## src/logic/hbl_pkg.sv

```systemverilog
// Constants, register map and carrier types of the heater break block.
// Assumes a 200 MHz clock and an APB master with 32-bit data.
package hbl_pkg;

    localparam int LOOPS = 4;

    // Timing, 200 MHz clock
    localparam int CLK_PERIOD_PS = 5000;
    localparam int MS_PS         = 1000000000;
    localparam int TICK_CYCLES_DEF = MS_PS / CLK_PERIOD_PS;
    localparam int DETECT_MS     = 200;
    localparam int BOOT_HOLD_MS  = 4000;

    // Current in units of 0.1 A
    localparam logic [9:0] THR_OFF  = 10'h000;
    localparam logic [9:0] THR_FORCE = 10'h1f4;

    // Register indices as printed, byte address is four times the index
    localparam logic [7:0] IDX_CTRL12 = 8'h02;
    localparam logic [7:0] IDX_CTRL34 = 8'h0c;
    localparam logic [7:0] ADDR_CTRL12 = 8'h08;
    localparam logic [7:0] ADDR_CTRL34 = 8'h30;
    localparam logic [7:0] ADDR_THR0   = 8'h40;
    localparam logic [7:0] ADDR_MON0   = 8'h50;
    localparam logic [7:0] ADDR_METHOD = 8'h60;
    localparam logic [7:0] ADDR_STATUS = 8'h64;

    // Control word layout
    localparam logic [15:0] CTRL_MASK = 16'hf05f;
    localparam int BIT_SAVE_A  = 15;
    localparam int BIT_SAVE_B  = 14;
    localparam int BIT_PID_A   = 13;
    localparam int BIT_PID_B   = 12;
    localparam int BIT_STOP_A  = 6;
    localparam int BIT_STOP_B  = 4;
    localparam int BIT_ATSTP_A = 3;
    localparam int BIT_ATSTR_A = 2;
    localparam int BIT_ATSTP_B = 1;
    localparam int BIT_ATSTR_B = 0;
    localparam logic [15:0] CTRL_RESET = 16'h0000;

    typedef enum logic [1:0]
    {
        METH_TIME_PROP,
        METH_POSITION,
        METH_CYCLE
    } hbl_method_t;

    typedef struct packed
    {
        logic [LOOPS-1:0] ctrl_out;
        logic [LOOPS-1:0] alarm;
        logic [LOOPS-1:0] at_run;
        logic [LOOPS-1:0] save_req;
        logic [LOOPS-1:0] pid_chg_req;
    } hbl_loop_out_t;

    typedef struct packed
    {
        logic        pready;
        logic        pslverr;
        logic [31:0] prdata;
    } hbl_apb_rsp_t;

endpackage

```

## src/logic/hbl_top.sv

```systemverilog
// Heater break alarm and run/stop control for four regulation loops.
// Assumes synchronous inputs, one 200 MHz clock and an APB master.
`timescale 1ns/1ps
`default_nettype none

module hbl_top
    import hbl_pkg::*;
#(
    parameter int unsigned TICK_CYCLES = TICK_CYCLES_DEF
)
(
    // Clock and reset
    input  wire logic                  clk_i,
    input  wire logic                  reset_i,
    // APB slave
    input  wire logic                  psel_i,
    input  wire logic                  penable_i,
    input  wire logic                  pwrite_i,
    input  wire logic [7:0]            paddr_i,
    input  wire logic [31:0]           pwdata_i,
    output var  hbl_apb_rsp_t          apb_rsp_o,
    // Loop side
    input  wire logic [LOOPS-1:0]      ctrl_demand_i,
    input  wire logic [LOOPS-1:0][9:0] current_sense_transformer_i,
    output var  hbl_loop_out_t         loop_o
);

    // ****************************************************************
    // State
    // ****************************************************************
    typedef struct packed
    {
        logic [15:0]            ctrl12;
        logic [15:0]            ctrl34;
        logic [LOOPS-1:0][9:0]  thr;
        logic [LOOPS-1:0][1:0]  method;
        logic [LOOPS-1:0][9:0]  mon;
        logic [LOOPS-1:0][7:0]  on_ms;
        logic [LOOPS-1:0]       heater_break_alarm;
        logic [LOOPS-1:0]       at_run;
        logic [17:0]            tick_cnt;
        logic                   tick;
        logic [11:0]            boot_ms;
        logic                   boot_done;
        hbl_loop_out_t          out;
        hbl_apb_rsp_t           rsp;
    } hbl_state_t;

    hbl_state_t state_reg;
    hbl_state_t state_next;

    logic [LOOPS-1:0] stop_bit;
    logic [LOOPS-1:0] at_start_bit;
    logic [LOOPS-1:0] at_stop_bit;
    logic [LOOPS-1:0] save_bit;
    logic [LOOPS-1:0] pid_bit;
    logic             wr_en;
    logic             rd_en;
    logic             hit;
    logic [31:0]      rd_data;
    logic [15:0]      wdata16;

    // ****************************************************************
    // Control word fields
    // ****************************************************************
    always_comb
    begin
        stop_bit = {state_reg.ctrl34[BIT_STOP_B],
                    state_reg.ctrl34[BIT_STOP_A],
                    state_reg.ctrl12[BIT_STOP_B],
                    state_reg.ctrl12[BIT_STOP_A]};
        at_start_bit = {state_reg.ctrl34[BIT_ATSTR_B],
                        state_reg.ctrl34[BIT_ATSTR_A],
                        state_reg.ctrl12[BIT_ATSTR_B],
                        state_reg.ctrl12[BIT_ATSTR_A]};
        at_stop_bit = {state_reg.ctrl34[BIT_ATSTP_B],
                       state_reg.ctrl34[BIT_ATSTP_A],
                       state_reg.ctrl12[BIT_ATSTP_B],
                       state_reg.ctrl12[BIT_ATSTP_A]};
        save_bit = {state_reg.ctrl34[BIT_SAVE_B],
                    state_reg.ctrl34[BIT_SAVE_A],
                    state_reg.ctrl12[BIT_SAVE_B],
                    state_reg.ctrl12[BIT_SAVE_A]};
        pid_bit = {state_reg.ctrl34[BIT_PID_B],
                   state_reg.ctrl34[BIT_PID_A],
                   state_reg.ctrl12[BIT_PID_B],
                   state_reg.ctrl12[BIT_PID_A]};
    end

    // ****************************************************************
    // APB decode and read mux
    // ****************************************************************
    // One wait state: pready rises in the second access cycle
    assign wr_en   = psel_i && penable_i && !state_reg.rsp.pready && pwrite_i;
    assign rd_en   = psel_i && penable_i && !state_reg.rsp.pready && !pwrite_i;
    assign wdata16 = pwdata_i[15:0];

    always_comb
    begin
        hit     = 1'b1;
        rd_data = 32'h0000_0000;
        case (paddr_i)
            ADDR_CTRL12: rd_data = {16'h0000, state_reg.ctrl12};
            ADDR_CTRL34: rd_data = {16'h0000, state_reg.ctrl34};
            ADDR_THR0:      rd_data = {22'h000000, state_reg.thr[0]};
            ADDR_THR0 + 8'h04: rd_data = {22'h000000, state_reg.thr[1]};
            ADDR_THR0 + 8'h08: rd_data = {22'h000000, state_reg.thr[2]};
            ADDR_THR0 + 8'h0c: rd_data = {22'h000000, state_reg.thr[3]};
            ADDR_MON0:      rd_data = {22'h000000, state_reg.mon[0]};
            ADDR_MON0 + 8'h04: rd_data = {22'h000000, state_reg.mon[1]};
            ADDR_MON0 + 8'h08: rd_data = {22'h000000, state_reg.mon[2]};
            ADDR_MON0 + 8'h0c: rd_data = {22'h000000, state_reg.mon[3]};
            ADDR_METHOD: rd_data = {24'h000000, state_reg.method};
            ADDR_STATUS: rd_data = {19'h00000, state_reg.boot_done,
                                    state_reg.at_run, stop_bit,
                                    state_reg.heater_break_alarm};
            default:
            begin
                hit     = 1'b0;
                rd_data = 32'h0000_0000;
            end
        endcase
    end

    // ****************************************************************
    // Next state
    // ****************************************************************
    always_comb
    begin
        state_next = state_reg;

        // Bus answer
        state_next.rsp.pready  = rd_en || wr_en;
        state_next.rsp.pslverr = (rd_en || wr_en) && !hit;
        state_next.rsp.prdata  = rd_en ? rd_data : 32'h0000_0000;

        // Writes; reserved control bits are dropped
        if (wr_en)
        begin
            case (paddr_i)
                ADDR_CTRL12: state_next.ctrl12 = wdata16 & CTRL_MASK;
                ADDR_CTRL34: state_next.ctrl34 = wdata16 & CTRL_MASK;
                ADDR_THR0:         state_next.thr[0] = pwdata_i[9:0];
                ADDR_THR0 + 8'h04: state_next.thr[1] = pwdata_i[9:0];
                ADDR_THR0 + 8'h08: state_next.thr[2] = pwdata_i[9:0];
                ADDR_THR0 + 8'h0c: state_next.thr[3] = pwdata_i[9:0];
                ADDR_METHOD: state_next.method = pwdata_i[7:0];
                default:
                begin
                    state_next.method = state_reg.method;
                end
            endcase
        end

        // Millisecond enable
        state_next.tick = 1'b0;
        if (state_reg.tick_cnt == 18'(TICK_CYCLES - 1))
        begin
            state_next.tick_cnt = 18'h00000;
            state_next.tick     = 1'b1;
        end
        else
        begin
            state_next.tick_cnt = state_reg.tick_cnt + 18'h00001;
        end

        // Power-up hold of the ctrl_out and alarm outputs
        if (state_reg.tick && !state_reg.boot_done)
        begin
            if (state_reg.boot_ms == 12'(BOOT_HOLD_MS - 1))
            begin
                state_next.boot_done = 1'b1;
            end
            state_next.boot_ms = state_reg.boot_ms + 12'h001;
        end

        for (int l = 0; l < LOOPS; l++)
        begin
            state_next.mon[l] = current_sense_transformer_i[l];

            // Auto-tuning: stop wins over start
            if (at_stop_bit[l])
            begin
                state_next.at_run[l] = 1'b0;
            end
            else if (at_start_bit[l])
            begin
                state_next.at_run[l] = 1'b1;
            end

            // On-time, measured on the gated output actually driven
            if (!state_reg.out.ctrl_out[l])
            begin
                state_next.on_ms[l] = 8'h00;
            end
            else if (state_reg.tick && state_reg.on_ms[l] != 8'hff)
            begin
                state_next.on_ms[l] = state_reg.on_ms[l] + 8'h01;
            end

            // Latched break alarm per loop
            if (state_reg.thr[l] == THR_OFF)
            begin
                state_next.heater_break_alarm[l] = 1'b0;
            end
            else if (state_reg.thr[l] >= THR_FORCE)
            begin
                state_next.heater_break_alarm[l] = 1'b1;
            end
            else if (state_reg.method[l] == METH_TIME_PROP
                     && state_reg.boot_done
                     && state_reg.on_ms[l] > 8'(DETECT_MS)
                     && state_reg.mon[l] < state_reg.thr[l])
            begin
                state_next.heater_break_alarm[l] = 1'b1;
            end

            // Regulation never looks at the alarm
            state_next.out.ctrl_out[l] = state_reg.boot_done
                                         && !stop_bit[l]
                                         && ctrl_demand_i[l];
            state_next.out.alarm[l] = state_reg.boot_done
                                      && state_reg.heater_break_alarm[l];
        end

        state_next.out.at_run      = state_reg.at_run;
        state_next.out.save_req    = save_bit;
        state_next.out.pid_chg_req = pid_bit;
    end

    // ****************************************************************
    // Registers
    // ****************************************************************
    always_ff @(posedge clk_i or posedge reset_i)
    begin
        if (reset_i)
        begin
            state_reg        <= '0;
            state_reg.ctrl12 <= CTRL_RESET;
            state_reg.ctrl34 <= CTRL_RESET;
        end
        else
        begin
            state_reg <= state_next;
        end
    end

    assign apb_rsp_o = state_reg.rsp;
    assign loop_o    = state_reg.out;

endmodule

`default_nettype wire

```

## config.mk

```make
export PLATFORM = sky130hd
export DESIGN_NAME = hbl_top
export DESIGN_NICKNAME = d
export VERILOG_FILES = /design/src/logic/hbl_pkg.sv /design/src/logic/hbl_top.sv
export SDC_FILE = /design/constraint.sdc
export NUM_CORES = 1
export LEC_CHECK = 0
export BUFFER_PORTS_ARGS = -buffer_cell sky130_fd_sc_hd__buf_2
export CORE_AREA = 2 2 139 141
export CTS_BUF_LIST = sky130_fd_sc_hd__clkbuf_16
export CTS_CLUSTER_DIAMETER = 200
export DETAILED_ROUTE_END_ITERATION = 8
export DIE_AREA = 0 0 141 143
export PLACE_DENSITY = 0.8
export SYNTH_ARGS = -nofsm -noshare
export SYNTH_HDL_FRONTEND = slang
export SYNTH_SLANG_ARGS = --single-unit
```

## constraint.sdc

```tcl
create_clock -name clk_i -period 8.5 [get_ports clk_i]
set_input_delay 0.85 -clock clk_i [delete_from_list [all_inputs] [get_ports clk_i]]
set_output_delay 0.85 -clock clk_i [all_outputs]
set_load 0.01 [all_outputs]
```

* Word-level counts from Yosys, hierarchy flattened *
Index checks and enable logic that the tools add are counted.
W data, S select, Z words.

cells by class
  order comparisons = 12
  add/subtract/negate cells = 6
  reductions and logical operators = 68
  mux-type cells = 33
  equality and inequality tests = 22

operators by type and width
  cell                     count
  $pmux W16 S12            1
  $eq A8 B7 Y1 const B     10
  $mux W8                  8
  $ge A10 B9 Y1 const B    4
  $logic_not A10 Y1        4
  $lt A10 B10 Y1           4
  $logic_and A1 B1 Y1      34
  $add A8 B1 Y8 const B    4
  $gt A8 B8 Y1 const B     4
  $mux W32                 1
  $ne A8 B8 Y1 const B     4
  $mux W1                  22
  $add A18 B1 Y18 const B  1
  $eq A18 B18 Y1 const B   1
  $mux W18                 1
  $reduce_and A2 Y1        8
  $add A12 B1 Y12 const B  1
  $eq A12 B12 Y1 const B   1
  $reduce_bool A3 Y1       4
  $reduce_or A12 Y1        1
  $eq A8 B4 Y1 const B     1
  $eq A8 B6 Y1 const B     1
  $logic_not A1 Y1         8
  $logic_not A2 Y1         4
  3 further kinds          9

word-level totals
  register bits = 234
  output and inout bits = 54
  logic and storage cells = 179

* Depth between registers and ports, before layout *
  word-level depth = 7
  mapped depth = 8
  depth with buffers taken out = 7

* Worst setup path before layout *
No wires, ideal clock.

  kind = in2reg
  start = input paddr_i[1]
  end = register state_reg (netlist bit at_start_bit[2])
  required time = 8375 ps
  path slack = 6036 ps
  arrival = 2340 ps
  cell stages on the path = 7
  setup time = 125 ps
  path through = or2_1 -> clkbuf_2 -> or3_1 -> buf_6 -> nor4_4 -> nand2_4 -> mux2_2

on the way
  longest elaborated chain between the ends = 2

ends and longest elaborated chain
  item                                line            text
  start, declared                     hbl_top.sv:19   input wire logic [7:0] paddr_i,
  $eq A8 B6 Y1                        hbl_top.sv:140  case (paddr_i)
  $reduce_and A2 Y1 (no source line)  --
  end signal, assigned                hbl_top.sv:244  state_reg <= state_next;
  end, declared                       hbl_top.sv:49   hbl_state_t state_reg;

No other way between the ends.
A chain may end at the register's enable or synchronous reset.

* Final worst setup path *
  start = input paddr_i[3]
  end = register state_reg (netlist bit at_start_bit[1])

on the way
  longest elaborated chain between the ends = 2

ends and longest elaborated chain
  item                                line
  $eq A8 B4 Y1                        hbl_top.sv:140
  $reduce_and A2 Y1 (no source line)  --

No other way between the ends.

==> impl_metrics.json <==
{
  "fin_nets": 1162,
  "grtUsageTotal_pct": 25.57,
  "ir_drop_mv": 0.1624,
  "syn_to_final_growth_pct": 11.68,
  "r2r_cells": 5,
  "finalMaxSlewViolations": 0,
  "grt_overflow": 0,
  "post_cts_buffers": 0,
  "hpwlAfterDp_um": 17750,
  "ys.flop_type": "dfrtp_1",
  "drt-total-wl_um": 25200,
  "post-route-period-util_pct": 43.74,
  "start_kind": "input port",
  "clkTransAtPathRegs_ps": 60,
  "syn_avg_cell_area_um2": 11.23,
  "cts_resized": 0,
  "clock-sinks": 218,
  "netlist_instances": 954,
  "yosys.area_share.adder_pct": 5.371,
  "synthSimpleGateAreaFrac_pct": 14.37,
  "die_y_um": 143,
  "cts_tree": "built",
  "async_flop_share_pct": 100.0,
  "endpoint_kind": "flop",
  "first_iter_violations": 664,
  "root_buffer": "clkbuf_16",
  "synth_compound_area_share_pct": 8.278,
  "final_cells": 1279,
  "post-route-util_pct": 64.41,
  "placed_area_um2": 11110,
  "grt_max_degree": 149,
  "ctsHoldBuffers": 0,
  "p_total_mw": 2.314,
  "holdCritStartpoint": "save_bit[0]",
  "crit_type": "input port to flop",
  "critPathBufInv": 1,
  "hp-class": "flop to flop",
  "critPathTopFamily": "simple AND/OR/NAND/NOR gates",
  "antenna_found_initial": 1,
  "synthTopCellsByArea": "dfrtp_1, mux2_2, ha_1",
  "hold_end": "loop_o[4]",
  "dp_slack_ps": 4456,
  "synth_top_family_by_area": "simple AND/OR/NAND/NOR gates",
  "p_per_area_nw_per_um2": 193.3,
  "n_fill_cell": 1459,
  "synth_edf_count": 0,
  "final_area_um2": 11970,
  "yosys-mux-area-fraction_pct": 10.29,
  "maxCapViolCount": 0,
  "clock.fmax_mhz": 269.0,
  "ys_ff_latch": 218,
  "ys_seq_area_share_pct": 50.90,
  "drc": 0,
  "first_global_vias": 7619,
  "insertion_delay_ps": 510,
  "worst_slack_ps": 4782,
  "status": "completed",
  "arrival_ps": 4110,
  "reg2reg_setup_slack_ps": 5890,
  "htreeDepth": 1,
  "drt_first_pass_iters": 5,
  "slew_headroom_pct": 30.56,
  "clockBufferDepth": 3,
  "skew_ps": 14.02,
  "ant_nets": 0,
  "r2r_end": "state_reg[200]",
  "cts_buffers": 24,
  "crit_top_cell": "nand2_1",
  "leakage_nw": 5.707,
  "finalHoldViolations": 0,
  "synth_area_um2": 10720,
  "design.core.area_um2": 18580,
  "rows": 50,
  "ios": 143,
  "die_w_um": 141,
  "cpPeakStageDelay_ps": 800,
  "synth.top_cell.area_share_pct": 50.90,
  "largest_reg_flops": 160,
  "whs_ps": 398.0,
  "cp_cell_sequence": "buf_2 -> nor2b_1 -> nand2_1 -> nor2_1 -> nand2_1 -> mux2_2",
  "placed_cells": 1235,
  "post-synth-top-area-cell": "dfrtp_1",
  "drive_gt1_share_pct": 22.13,
  "reg2reg_from": "apb_rsp_o[33]",
  "routabilityCongestion": 0.9887,
  "synth_xor_area_share_pct": 4.005,
  "required_ps": 8890,
  "dieArea_um2": 20160,
  "wire_per_inst_um": 19.71,
  "worst_pin_slew_ps": 1042,
  "setup_viol": 0,
  "rsz0062_at_grt": "no",
  "crit_slowest_cell": "nor2_1",
  "setup_tns_ps": 0,
  "period_minus_slack_ps": 3718,
  "synth_cell_types": 62,
  "crit_path_max_fanout": 28,
  "grt_pass1_wl_um": 40330,
  "start_util_pct": 57.68,
  "hold_depth": 0,
  "via_per_inst": 5.974,
  "yosysWarnings": 0,
  "port-buffer-count": 108,
  "vias": 7641
}
==> cells in the final DEF, fill, tap and decap left out, types with 4 or more instances in the layout <==
cell        Yosys  layout
a211o_1         5       5
a21o_1          6       6
a21oi_1        29      29
a221oi_1        7       7
a22oi_1        12      12
a31oi_1         8       8
and2_1         30      30
and3_1          6       6
and3b_1         5       5
buf_2           7     108
bufinv_16       0       5
clkbuf_16       0      25
clkinvlp_4      0       7
conb_1          1      16
dfrtp_1       218     218
ha_1           46      46
inv_1          53      55
mux2_2         73      73
mux2i_1        19      19
mux4_2          4       4
nand2_1        50      50
nand2b_1       10      10
nand3_1        37      37
nand4_1        24      24
nor2_1         52      52
nor2b_1        12      12
nor3_1         11      11
nor3b_1         7       7
nor4_1         13      13
nor4b_1         6       6
o2111ai_1       6       6
o211ai_1        4       4
o21a_1          5       5
o21ai_0        18      18
o22ai_1         4       4
xnor2_1        29      29
xor2_1         20      20
==> cells in the mapped netlist, drive strengths merged (7+ instances only) <==
master  count
a21oi      29
a221oi      7
a22oi      12
a31oi       8
and2       30
buf        64
clkbuf     15
dfrtp     218
ha         46
inv        53
mux2       73
mux2i      19
nand2      51
nand2b     10
nand3      37
nand4      24
nor2       53
nor2b      12
nor3       11
nor3b       7
nor4       14
o21ai      18
xnor2      29
xor2       20
==> metal layers <==
| layer | GRT usage [%] | routed length, µm |
|---|---|---|
| met1 | 34.75 | 10570 |
| met3 | 7.646 | 2444 |
| met2 | 39.05 | 11200 |
| met5 | 0 | 0 |
| met4 | 9.895 | 985 |
==> cell type report <==
| type | instances | area (µm²) | area share (%) |
|---|---|---|---|
| tap | 234 | 292.8 | 2.446 |
| timing repair buffer | 111 | 563.0 | 4.705 |
| sequential | 218 | 5455 | 45.58 |
| clock inverter | 18 | 227.7 | 1.903 |
| multi-input combinational | 619 | 4594 | 38.39 |
| inverter | 53 | 206.4 | 1.725 |
| antenna | 1 | 2.502 | 0.02091 |
| clock buffer | 25 | 625.6 | 5.227 |
==> power breakdown <==
group	total, mW	switching (mW)	internal, mW
sequential	1.08	0.0192	1.06
combinational	0.127	0.0809	0.0457
clock	1.11	0.421	0.686
total	2.31	0.521	1.79
==> cell families after synthesis <==
family                   after synthesis
multiplexers                          96
flip-flops                           218
AND/OR/NAND/NOR                      283
other                                  1
AO/OA/AOI/OAI                        129
XOR/XNOR                              49
adder cells (fa/ha/maj)               46
buffers and inverters                132
==> worst max path at each step <==
stage | slack [ps] | start | endpoint | cells after the start
6_report | 4780 | paddr_i[3] | at_start_bit[1] | 6
3_5_place_dp | 4460 | paddr_i[3] | save_bit[1] | 6
4_1_cts | 4960 | paddr_i[3] | at_stop_bit[0] | 6
5_1_grt | 4760 | paddr_i[3] | pid_bit[1] | 6
3_3_place_gp | 4440 | paddr_i[3] | save_bit[1] | 6
2_1_floorplan | 1690 | reset_i | apb_rsp_o[0] | 1
Note: power is estimated with default switching activity, not from simulation.
